[src/inc/crl_pkg.sv]
/*
 Constants, types and state-to-mask lookup for the coherent read
 line-state update block. Assumes one clock domain and a single user.
*/
package crl_pkg;

	// ****************************************
	// Types
	// ****************************************
	typedef enum logic [2:0] {
		CRL_VACANT,
		CRL_UNIQUE_CLEAN,
		CRL_UNIQUE_DIRTY,
		CRL_SHARED_CLEAN,
		CRL_SHARED_DIRTY
	} crl_state_t;

	typedef enum logic [1:0] {
		CRL_RD_NOSNOOP,
		CRL_RD_ONCE,
		CRL_RD_CLEAN
	} crl_op_t;

	// ****************************************
	// Constants
	// ****************************************
	localparam int CRL_LINES = 16;
	localparam int CRL_IDX_W = 4;
	// Legal set bit positions in a five-bit mask
	localparam int CRL_B_I = 0;
	localparam int CRL_B_UC = 1;
	localparam int CRL_B_UD = 2;
	localparam int CRL_B_SC = 3;
	localparam int CRL_B_SD = 4;
	localparam logic [4:0] CRL_M_NONE = 5'h00;
	localparam logic [4:0] CRL_M_I = 5'h01;
	localparam logic [4:0] CRL_M_UC = 5'h02;
	localparam logic [4:0] CRL_M_UD = 5'h04;
	localparam logic [4:0] CRL_M_SC = 5'h08;
	localparam logic [4:0] CRL_M_SD = 5'h10;
	localparam logic [1:0] CRL_RESP_00 = 2'h0;
	localparam logic [1:0] CRL_RESP_10 = 2'h2;

	function automatic logic [4:0] crl_bit(input crl_state_t s);
		case (s)
			CRL_VACANT: crl_bit = CRL_M_I;
			CRL_UNIQUE_CLEAN: crl_bit = CRL_M_UC;
			CRL_UNIQUE_DIRTY: crl_bit = CRL_M_UD;
			CRL_SHARED_CLEAN: crl_bit = CRL_M_SC;
			default: crl_bit = CRL_M_SD;
		endcase
	endfunction

endpackage

[src/rtl/crl_line_mem.sv]
/*
 Line-state store: one write port, one registered read port.
 Assumes write and read come from the same clock; reset clears all lines.
*/
`timescale 1ns/1ps
module crl_line_mem #(
	parameter int LINES = crl_pkg::CRL_LINES,
	parameter int IDX_W = crl_pkg::CRL_IDX_W
) (
	input wire logic mclk,
	input wire logic rst_b,
	input wire logic we,
	input wire logic [IDX_W-1:0] widx,
	input crl_pkg::crl_state_t wdata,
	input wire logic [IDX_W-1:0] ridx,
	output crl_pkg::crl_state_t rdata
);
	crl_pkg::crl_state_t mem [LINES];
	crl_pkg::crl_state_t next_mem [LINES];
	crl_pkg::crl_state_t next_rdata;

	always_comb begin
		next_mem = mem;
		if (we) begin
			next_mem[widx] = wdata;
		end
		next_rdata = next_mem[ridx];
	end

	always_ff @(posedge mclk or negedge rst_b) begin
		if (!rst_b) begin
			for (int i = 0; i < LINES; i++) begin
				mem[i] <= crl_pkg::CRL_VACANT;
			end
			rdata <= crl_pkg::CRL_VACANT;
		end else begin
			mem <= next_mem;
			rdata <= next_rdata;
		end
	end
endmodule

[src/rtl/crl_update.sv]
/*
 Coherent read line-state update: tracks one outstanding read, applies
 snoop changes to the line, then updates it from the response.
 Assumes the interconnect keeps the response bits stable while valid.
*/
`timescale 1ns/1ps
module crl_update #(
	parameter int IDX_W = crl_pkg::CRL_IDX_W
) (
	input wire logic mclk,
	input wire logic rst_b,
	input wire logic snoop_filter,
	input wire logic use_expected,
	input crl_pkg::crl_state_t pick_state,
	input wire logic req_valid,
	input crl_pkg::crl_op_t req_op,
	input wire logic [IDX_W-1:0] req_idx,
	input wire logic req_spec,
	output logic req_ready,
	output logic req_refused,
	input wire logic snoop_valid,
	input wire logic [IDX_W-1:0] snoop_idx,
	input crl_pkg::crl_state_t snoop_state,
	input wire logic resp_valid,
	input wire logic resp_last,
	input wire logic [1:0] resp_bits,
	output logic resp_ready,
	output logic rack,
	output crl_pkg::crl_state_t end_state,
	output logic [4:0] expected_set,
	output logic [4:0] legal_set,
	output logic proto_err,
	output logic start_err,
	output logic busy
);
	// ****************************************
	// Reset release
	// ****************************************
	logic rst_s1;
	logic rst_s2;
	always_ff @(posedge mclk or negedge rst_b) begin
		if (!rst_b) begin
			rst_s1 <= 1'b0;
			rst_s2 <= 1'b0;
		end else begin
			rst_s1 <= 1'b1;
			rst_s2 <= rst_s1;
		end
	end

	// ****************************************
	// End-state table
	// ****************************************
	// Returns {expected, legal with filter, legal without filter}
	function automatic logic [14:0] crl_table(input crl_pkg::crl_op_t op,
		input crl_pkg::crl_state_t s, input logic [1:0] r);
		logic [4:0] e;
		logic [4:0] f;
		logic [4:0] n;
		e = crl_pkg::CRL_M_NONE;
		f = crl_pkg::CRL_M_NONE;
		n = crl_pkg::CRL_M_NONE;
		if (op == crl_pkg::CRL_RD_NOSNOOP && r == crl_pkg::CRL_RESP_00) begin
			if (s == crl_pkg::CRL_UNIQUE_DIRTY || s == crl_pkg::CRL_SHARED_DIRTY) begin
				e = crl_pkg::CRL_M_UD;
				f = crl_pkg::CRL_M_UD | crl_pkg::CRL_M_SD;
			end else begin
				e = crl_pkg::CRL_M_I | crl_pkg::CRL_M_UC;
				f = crl_pkg::CRL_M_I | crl_pkg::CRL_M_UC | crl_pkg::CRL_M_SC;
			end
			n = f;
		end else if (op != crl_pkg::CRL_RD_NOSNOOP && r == crl_pkg::CRL_RESP_00) begin
			case (s)
				crl_pkg::CRL_VACANT: begin
					e = (op == crl_pkg::CRL_RD_ONCE) ? crl_pkg::CRL_M_I : crl_pkg::CRL_M_UC;
				end
				crl_pkg::CRL_UNIQUE_CLEAN, crl_pkg::CRL_SHARED_CLEAN: e = crl_pkg::CRL_M_UC;
				default: e = crl_pkg::CRL_M_UD;
			endcase
		end else if (op != crl_pkg::CRL_RD_NOSNOOP && r == crl_pkg::CRL_RESP_10) begin
			case (s)
				crl_pkg::CRL_VACANT: begin
					e = (op == crl_pkg::CRL_RD_ONCE) ? crl_pkg::CRL_M_I : crl_pkg::CRL_M_SC;
				end
				crl_pkg::CRL_SHARED_CLEAN: e = crl_pkg::CRL_M_SC;
				crl_pkg::CRL_SHARED_DIRTY: e = crl_pkg::CRL_M_SD;
				default: e = crl_pkg::CRL_M_NONE;
			endcase
		end
		if (op != crl_pkg::CRL_RD_NOSNOOP) begin
			// Unique may be held shared; clean may drop to vacant without filter
			f = e | (e[crl_pkg::CRL_B_UC] ? crl_pkg::CRL_M_SC : crl_pkg::CRL_M_NONE)
				| (e[crl_pkg::CRL_B_UD] ? crl_pkg::CRL_M_SD : crl_pkg::CRL_M_NONE);
			n = f | ((f[crl_pkg::CRL_B_UC] | f[crl_pkg::CRL_B_SC]) ? crl_pkg::CRL_M_I
				: crl_pkg::CRL_M_NONE);
		end
		crl_table = {e, f, n};
	endfunction

	// ****************************************
	// Transaction tracking
	// ****************************************
	typedef enum logic [1:0] {CRL_IDLE, CRL_WAIT, CRL_LOOK, CRL_DONE} crl_phase_t;
	crl_phase_t phase;
	crl_phase_t next_phase;
	crl_pkg::crl_op_t op;
	crl_pkg::crl_op_t next_op;
	logic [IDX_W-1:0] idx;
	logic [IDX_W-1:0] next_idx;
	logic [1:0] resp;
	logic [1:0] next_resp;
	crl_pkg::crl_state_t next_end_state;
	logic [4:0] next_expected_set;
	logic [4:0] next_legal_set;
	logic next_proto_err;
	logic next_start_err;
	logic next_refused;
	logic we;
	logic [IDX_W-1:0] widx;
	crl_pkg::crl_state_t wdata;
	logic [IDX_W-1:0] ridx;
	crl_pkg::crl_state_t cur;
	logic [14:0] tab;
	logic [4:0] legal;
	logic snoop_hit;

	crl_line_mem #(.LINES(1 << IDX_W), .IDX_W(IDX_W)) u_mem (
		.mclk(mclk),
		.rst_b(rst_s2),
		.we(we),
		.widx(widx),
		.wdata(wdata),
		.ridx(ridx),
		.rdata(cur)
	);

	assign req_ready = (phase == CRL_IDLE);
	assign resp_ready = (phase == CRL_WAIT) && !snoop_hit;
	assign snoop_hit = snoop_valid && (snoop_idx == idx);
	assign busy = (phase != CRL_IDLE);
	assign tab = crl_table(op, cur, resp);
	assign legal = snoop_filter ? tab[9:5] : tab[4:0];

	always_comb begin
		next_phase = phase;
		next_op = op;
		next_idx = idx;
		next_resp = resp;
		next_end_state = end_state;
		next_expected_set = expected_set;
		next_legal_set = legal_set;
		next_proto_err = 1'b0;
		next_start_err = 1'b0;
		next_refused = 1'b0;
		we = 1'b0;
		widx = snoop_idx;
		wdata = snoop_state;
		ridx = idx;
		if (snoop_valid) begin
			we = 1'b1;
		end
		case (phase)
			CRL_IDLE: begin
				ridx = req_idx;
				if (req_valid) begin
					next_op = req_op;
					next_idx = req_idx;
					next_phase = CRL_WAIT;
				end
			end
			CRL_WAIT: begin
				if (resp_valid && resp_ready && resp_last) begin
					next_resp = resp_bits;
					next_phase = CRL_LOOK;
					next_proto_err = resp_bits[0]
						|| (op == crl_pkg::CRL_RD_NOSNOOP && resp_bits[1]);
				end
			end
			CRL_LOOK: begin
				next_expected_set = tab[14:10];
				next_legal_set = legal;
				if (legal == crl_pkg::CRL_M_NONE) begin
					next_start_err = 1'b1;
					next_end_state = cur;
				end else if (!use_expected && (legal & crl_pkg::crl_bit(pick_state)) != 5'h00) begin
					next_end_state = pick_state;
				end else if (tab[10 + crl_pkg::CRL_B_UD]) begin
					next_end_state = crl_pkg::CRL_UNIQUE_DIRTY;
				end else if (tab[10 + crl_pkg::CRL_B_SD]) begin
					next_end_state = crl_pkg::CRL_SHARED_DIRTY;
				end else if (tab[10 + crl_pkg::CRL_B_UC]) begin
					next_end_state = crl_pkg::CRL_UNIQUE_CLEAN;
				end else if (tab[10 + crl_pkg::CRL_B_SC]) begin
					next_end_state = crl_pkg::CRL_SHARED_CLEAN;
				end else begin
					next_end_state = crl_pkg::CRL_VACANT;
				end
				// A same-line snoop in the lookup cycle would be overwritten; it wins instead
				if (!snoop_hit) begin
					we = 1'b1;
					widx = idx;
					wdata = next_end_state;
				end
				next_phase = CRL_DONE;
			end
			default: begin
				next_phase = CRL_IDLE;
			end
		endcase
		if (phase == CRL_IDLE && req_valid && req_spec == 1'b0 && req_op == crl_pkg::CRL_RD_ONCE
			&& snoop_filter && 1'b0) begin
			next_refused = 1'b1;
		end
	end

	always_ff @(posedge mclk or negedge rst_s2) begin
		if (!rst_s2) begin
			phase <= CRL_IDLE;
			op <= crl_pkg::CRL_RD_NOSNOOP;
			idx <= '0;
			resp <= crl_pkg::CRL_RESP_00;
			end_state <= crl_pkg::CRL_VACANT;
			expected_set <= crl_pkg::CRL_M_NONE;
			legal_set <= crl_pkg::CRL_M_NONE;
			proto_err <= 1'b0;
			start_err <= 1'b0;
			req_refused <= 1'b0;
		end else begin
			phase <= next_phase;
			op <= next_op;
			idx <= next_idx;
			resp <= next_resp;
			end_state <= next_end_state;
			expected_set <= next_expected_set;
			legal_set <= next_legal_set;
			proto_err <= next_proto_err;
			start_err <= next_start_err;
			req_refused <= next_refused;
		end
	end

	assign rack = (phase == CRL_DONE);
endmodule

[config.mk]
export PLATFORM = sky130hd
export DESIGN_NAME = crl_update
export DESIGN_NICKNAME = d
export VERILOG_FILES = /design/src/inc/crl_pkg.sv /design/src/rtl/crl_line_mem.sv /design/src/rtl/crl_update.sv
export SDC_FILE = /design/constraint.sdc
export NUM_CORES = 1
export LEC_CHECK = 0
export BUFFER_PORTS_ARGS = -buffer_cell sky130_fd_sc_hd__buf_2
export CELL_PAD_IN_SITES_DETAIL_PLACEMENT = 0
export CELL_PAD_IN_SITES_GLOBAL_PLACEMENT = 2
export CORE_UTILIZATION = 37
export CTS_CLUSTER_SIZE = 20
export DETAILED_ROUTE_END_ITERATION = 8
export PLACE_DENSITY_LB_ADDON = 0.08
export SLEW_MARGIN = 0
export SYNTH_ARGS = -nofsm -noshare
export SYNTH_HDL_FRONTEND = slang
export SYNTH_SLANG_ARGS = --single-unit
[constraint.sdc]
create_clock -name mclk -period 2.6 [get_ports mclk]
set_input_delay 0.52 -clock mclk [delete_from_list [all_inputs] [get_ports mclk]]
set_output_delay 0.52 -clock mclk [all_outputs]
set_load 0.005 [all_outputs]
==> results of run 1 <==
## worst max-delay path: stages (launching register included)
cell       delay, ns
dfrtp_2         0.42
buf_12          0.14
xnor2_4         0.14
and4bb_2        0.27
a311oi_4        0.37
buf_4           0.21
a211oi_4        0.06
a2bb2oi_4       0.20
buf_6           0.14
buf_4           0.13
buf_4           0.13
o311a_1         0.29
nor3_2          0.17
nor4_1          0.08
## metal layers
| metal | global-route usage (%) | wire, µm | up-vias |
|---|---|---|---|
| li1 | - | - | 2358 |
| met1 | 33.1 | 7470 | 2374 |
| met2 | 42.4 | 8020 | 102 |
| met3 | 4.22 | 656 | 22 |
| met4 | 9.96 | 358 | 0 |
| met5 | 0 | 0 | - |
## sequential cells by signal, summed over array words and instances, names as in the netlist
signal and flops:
legal_set 5, op 2, resp 2, u_mem.mem 48
rst_s2 1, rst_s1 1, start_err 1, expected_set 5
end_state 3, idx 4, proto_err 1, u_mem.rdata 3
phase 2
## Yosys cell counts (all sizes together) (3+ instances only)
master / number / share of area [%]
o2111a: 3 / 0.69
nand2b: 7 / 0.90
inv: 22 / 1.7
a21boi: 4 / 0.62
o31ai: 3 / 0.46
or3: 3 / 0.38
a211o: 3 / 0.56
a31oi: 4 / 0.51
nor3: 22 / 2.3
nor2b: 4 / 0.51
o21a: 6 / 0.92
nor4: 3 / 0.38
or2: 3 / 0.38
mux2i: 28 / 6.3
dfrtp: 78 / 40
xnor2: 3 / 0.69
a2bb2oi: 5 / 1.0
mux2: 25 / 5.8
buf: 14 / 1.9
nor3b: 4 / 0.72
o211ai: 4 / 0.62
clkbuf: 14 / 1.1
ha: 4 / 1.0
a311oi: 6 / 1.4
a21oi: 19 / 1.9
a211oi: 8 / 1.3
nand2: 65 / 5.0
nor2: 60 / 4.6
nand3: 16 / 1.6
o21ai: 58 / 6.0
o2bb2ai: 3 / 0.54
## cells by family after synthesis
group | count (synthesis) | synth area share (%)
AO/OA/AOI/OAI | 156 | 22.6
XOR/XNOR | 4 | 0.872
adder cells (fa/ha/maj) | 4 | 1.03
buffers and inverters | 50 | 4.72
flip-flops | 78 | 40.0
multiplexers | 53 | 12.1
other | 2 | 0.154
AND/OR/NAND/NOR | 197 | 18.6
## timing repair
action	CTS	global route
resized for setup	50	29
cloned	1	1
setup buffers	13	5
pin swaps	12	16
endpoints found under the hold margin	2	0
hold buffers	1	0
setup endpoints to repair	26	23
## final cells by class
| class | count | area, µm² | area share [%] |
|---|---|---|---|
| clock inverter | 7 | 96.3 | 1.33 |
| inverter | 22 | 82.6 | 1.14 |
| clock buffer | 9 | 225 | 3.12 |
| sequential | 78 | 1960 | 27.2 |
| timing repair buffer | 209 | 1560 | 21.6 |
| multi-input combinational | 416 | 3080 | 42.7 |
| tap | 172 | 215 | 2.98 |
## through the flow
step                      power [W]  instance area, µm²  TNS (ns)  setup slack, ns  instances
after floorplan             0.00507                4990    -0.114          -0.0497        544
after global routing         0.0106                7220    -0.995           -0.353        913
final                       0.00997                7220    -0.720           -0.293        913
after CTS                   0.00959                7050    -0.556           -0.217        908
after detailed placement    0.00750                6390     -1.66           -0.537        878
after global placement      0.00744                6390     -1.32           -0.500        878
## power groups by stage
stage          Combinational (W)  Clock (W)  Sequential, W
5_1_grt                  0.00696    0.00146        0.00221
3_3_place_gp             0.00529          0        0.00215
2_1_floorplan            0.00302          0        0.00205
4_1_cts                  0.00603    0.00142        0.00214
6_report                 0.00644    0.00138        0.00215
3_5_place_dp             0.00533          0        0.00217
## final timing paths
check,slack (ns),endpoint
worst max-delay path,-0.29,u_mem.rdata[0]
worst min-delay path,0.32,end_state[1]
worst max register to register,-0.29,u_mem.rdata[0]
worst min register to register,0.32,end_state[1]
max in group asynchronous,1.57,resp[0]
min in group mclk,0.36,rst_s2
==> impl_metrics.ini, run 1 <==
[clock_tree]
cts_tree = built
clk_pin_slew_ns = 0.07
numClockSinks = 78
cts_buffers = 9
clock-root-buffer = clkbuf_16
clkLatencyLatePin_ns = 0.35
clock_path_buffers = 2
htreeDepth = 3

[job]
drv_cap = 0

[global_route]
track_usage_pct = 25.5
grt_pass1_vias = 4871
grt_pass1_wl_um = 25800
grt_overflow = 0
antenna_found_initial = 0
grt_start_max_net_pins = 41

[sta]
finalSetupViolCount = 3
drv_slew = 0
max_slew.worst_pin.slew_ns = 0.589
setup_slack_ns = -0.293
slew_headroom_pct = 60.7
fmax_mhz = 346
finalHoldWorstSlack_ns = 0.321
hold_violations = 0
clock_skew_ns = 0.0110
post-route-min-period_ns = 2.89
grt_setup_unrepaired = yes
period_share_pct = 111

[layout]
layout_commonest_cell = buf_4
drive_above_1_share_pct = 43.7
mostFrequentLayoutCells = buf_4, dfrtp_1, nand2_1, nor2_1, o21ai_0
num_antenna_cells = 0
fillers = 1173
area_growth_pct = 47.9
fin_util_pct = 56.7
nets = 767

[pwr]
switching_share_pct = 41.8
p_int_w = 0.00580
p_sw_w = 0.00417
power_density_mw_per_mm2 = 1380
p_leak_nw = 3.30
p_comb_share_pct = 64.6
peakVddDrop_mv = 0.513
pwr-share-clk_pct = 13.8
pwr-share-seq_pct = 21.5

[synth]
synth.distinct_cells = 79
synth_seq_area_share_pct = 40.0
syn_area_per_cell_um2 = 8.97
yosys_warnings = 0
async_flop_share_pct = 100
yosys_register_bits = 78
synth_area_mm2 = 0.00488
synth_edf_count = 0
netlist_instances = 544
ys.flop_type = dfrtp_1
syn_nets = 575

[die]
row_count = 41
die_w_um = 117
core_mm2 = 0.0127
initial_core_util_pct = 38.4
dieArea_mm2 = 0.0137
boundaryPins = 47
dieHeight_um = 117

[min_path]
worstHoldPathType = flip-flop to asynchronous set/reset pin

[route]
vias_per_cell = 5.32
postRouteAntennaNets = 0
first_iter_violations = 331
drc = 0
avgRoutedWirePerCell_um = 18.1
drtPass1Iterations = 4
totalWireLength_um = 16500
via_count = 4856

[place]
hpwlAfterDp_um = 11900
port_buffers = 44
routabilityCongestion = 0.889

[critical_path]
r2r-start = u_mem.rdata[2]
crit_path_start_kind = flip-flop
cp_max_fo = 6
end_kind = flip-flop
arrival_ns = 3.11
reg2reg_depth = 13
crit_start = u_mem.rdata[2]
critPathKind = flip-flop to flip-flop
worstPathRequired_ns = 2.82

[run_status]
status = finished, violations left
violations = negative setup slack
No activity file was read; power rests on OpenSTA's default activity.
==> run 2: changes to the inputs <==
CORE_UTILIZATION = 38   (was 37)
CTS_BUF_LIST = sky130_fd_sc_hd__clkbuf_8   (was not set)
==> run 2 against run 1 <==
  * The flow still finishes with violations (negative setup slack)
  * Cell area decreased by 3.1%
  * Cell count shrank 0.88%
  * Register-to-register slack about the same
  * Via count down 0.60%
==> impl_metrics.ini, run 2 (synthesis gave the netlist of run 1 again) <==
[run_status]
status = finished, violations left
violations = negative setup slack

[layout]
layout_commonest_cell = buf_4
fin_util_pct = 55.7
nets = 759
multi_input_area_mm2 = 0.00303
largest_register_ffs = 48
mostFrequentLayoutCells = buf_4, dfrtp_1, nand2_1, nor2_1, buf_2
seq_area_mm2 = 0.00196
top_regs = u_mem.mem x48, expected_set x5, legal_set x5
largest_register = u_mem.mem
area_growth_pct = 43.3
drive_above_1_share_pct = 42.3
num_antenna_cells = 0
fillers = 1156

[min_path]
worstHoldPathType = flip-flop to flip-flop
hold_path_depth = 0

[sta]
clock_skew_ns = 0.0168
grt_setup_unrepaired = yes
period_share_pct = 111
post-route-min-period_ns = 2.89
hold_violations = 0
max_slew.worst_pin.slew_ns = 1.04
slew_headroom_pct = 30.6
finalHoldWorstSlack_ns = 0.356
drv_slew = 0
setup_slack_ns = -0.288
fmax_mhz = 346
finalSetupViolCount = 5

[critical_path]
worstPathRequired_ns = 2.88
crit_top_cell = buf_6
cp_max_fo = 5
arrival_ns = 3.16
critPathKind = flip-flop to flip-flop
reg2reg_depth = 12
critPathTopFamily = compound AO/OA/AOI/OAI gates
crit_path_start_kind = flip-flop
worstPathBufferInverterCount = 3
worstSetupPathDepth = 12
critical_path.cell_chain = buf_6 > or2_1 > o22ai_2 > buf_4 > a32oi_4 > a211oi_2 > a2bb2oi_2 > buf_6 > nor2_4 > o2bb2ai_2 > a22o_1 > nor4_4
end_kind = flip-flop
crit_slowest_cell = dfrtp_2
critPathMaxStageDelay_ns = 0.46

[clock_tree]
cts_tree = built
clock-root-buffer = clkbuf_8
htreeDepth = 3
cts_buffers = 9
clk_pin_slew_ns = 0.09
numClockSinks = 78
clkLatencyLatePin_ns = 0.38
clock_path_buffers = 2

[die]
core_mm2 = 0.0126
die_w_um = 115
row_count = 41
dieHeight_um = 115
initial_core_util_pct = 38.8
boundaryPins = 47
dieArea_mm2 = 0.0133

[global_route]
grt_pass1_wl_um = 25400
grt_overflow = 0
grt_start_max_net_pins = 77
antenna_found_initial = 0
track_usage_pct = 25.5
grt_pass1_vias = 4773

[pwr]
pwr-share-seq_pct = 23.0
p_int_w = 0.00540
peakVddDrop_mv = 0.506
p_comb_share_pct = 65.7
p_sw_w = 0.00401
power_density_mw_per_mm2 = 1340
p_leak_nw = 3.22
pwr-share-clk_pct = 11.3
switching_share_pct = 42.6
p_total_w = 0.00941

[place]
pre_cts_slack_ns = -0.484
port_buffers = 44
routabilityCongestion = 0.873
hpwlAfterDp_um = 11700

[job]
drv_cap = 0

[route]
drtPass1Iterations = 5
totalWireLength_um = 16000
via_count = 4827
first_iter_violations = 261
postRouteAntennaNets = 0
drc = 0
avgRoutedWirePerCell_um = 17.7
vias_per_cell = 5.33
## run 2: timing repair
action / CTS / global route
hold endpoints to repair: 2 / 0
setup buffers: 8 / 2
pin swaps: 12 / 16
resized for setup: 19 / 57
gates cloned: 0 / 1
hold buffers: 1 / 0
endpoints found under the setup margin: 16 / 34
## run 2: power groups by stage
stage / clock network, W / logic (W) / registers [W]
2_1_floorplan: 0 / 0.00302 / 0.00205
3_3_place_gp: 0 / 0.00532 / 0.00215
3_5_place_dp: 0 / 0.00538 / 0.00218
4_1_cts: 0.00109 / 0.00571 / 0.00216
5_1_grt: 0.00114 / 0.00667 / 0.00224
6_report: 0.00106 / 0.00619 / 0.00216
## run 2: path summary, 6_finish.rpt
| path | from | end | slack, ns |
|---|---|---|---|
| worst max-delay path | u_mem.rdata[0] | u_mem.rdata[0] | -0.29 |
| worst min-delay path | rst_s1 | rst_s2 | 0.36 |
| worst max register to register | u_mem.rdata[0] | u_mem.rdata[0] | -0.29 |
| worst min register to register | rst_s1 | rst_s2 | 0.36 |
| max in group asynchronous | rst_s2 | resp[1] | 1.31 |
| min in group asynchronous | rst_b | rst_s2 | 0.44 |
## run 2: final cells by class
cell class,instances,share of cell area (%)
multi-input combinational,416,43.3
sequential,78,28.0
clock buffer,10,1.97
tap,172,3.08
timing repair buffer,201,21.2
clock inverter,6,1.22
inverter,22,1.18
## run 2: per-stage QoR
step | cells | cell area (µm²) | TNS, ns
final | 905 | 7000 | -0.804
after global routing | 905 | 7000 | -2.46
after CTS | 902 | 6780 | -0.627
after detailed placement | 877 | 6390 | -2.16
after global placement | 877 | 6390 | -1.52
after floorplan | 544 | 4990 | -0.114
## run 2: layer usage
metal	GRT usage, %	routed length, µm	vias up	share of wire (%)
met4	11.9	378	0	2.4
met1	32.6	7350	2325	46
met2	42.9	7740	128	48
li1	-	-	2344	-
met5	0	0	-	0
met3	3.11	541	30	3.4
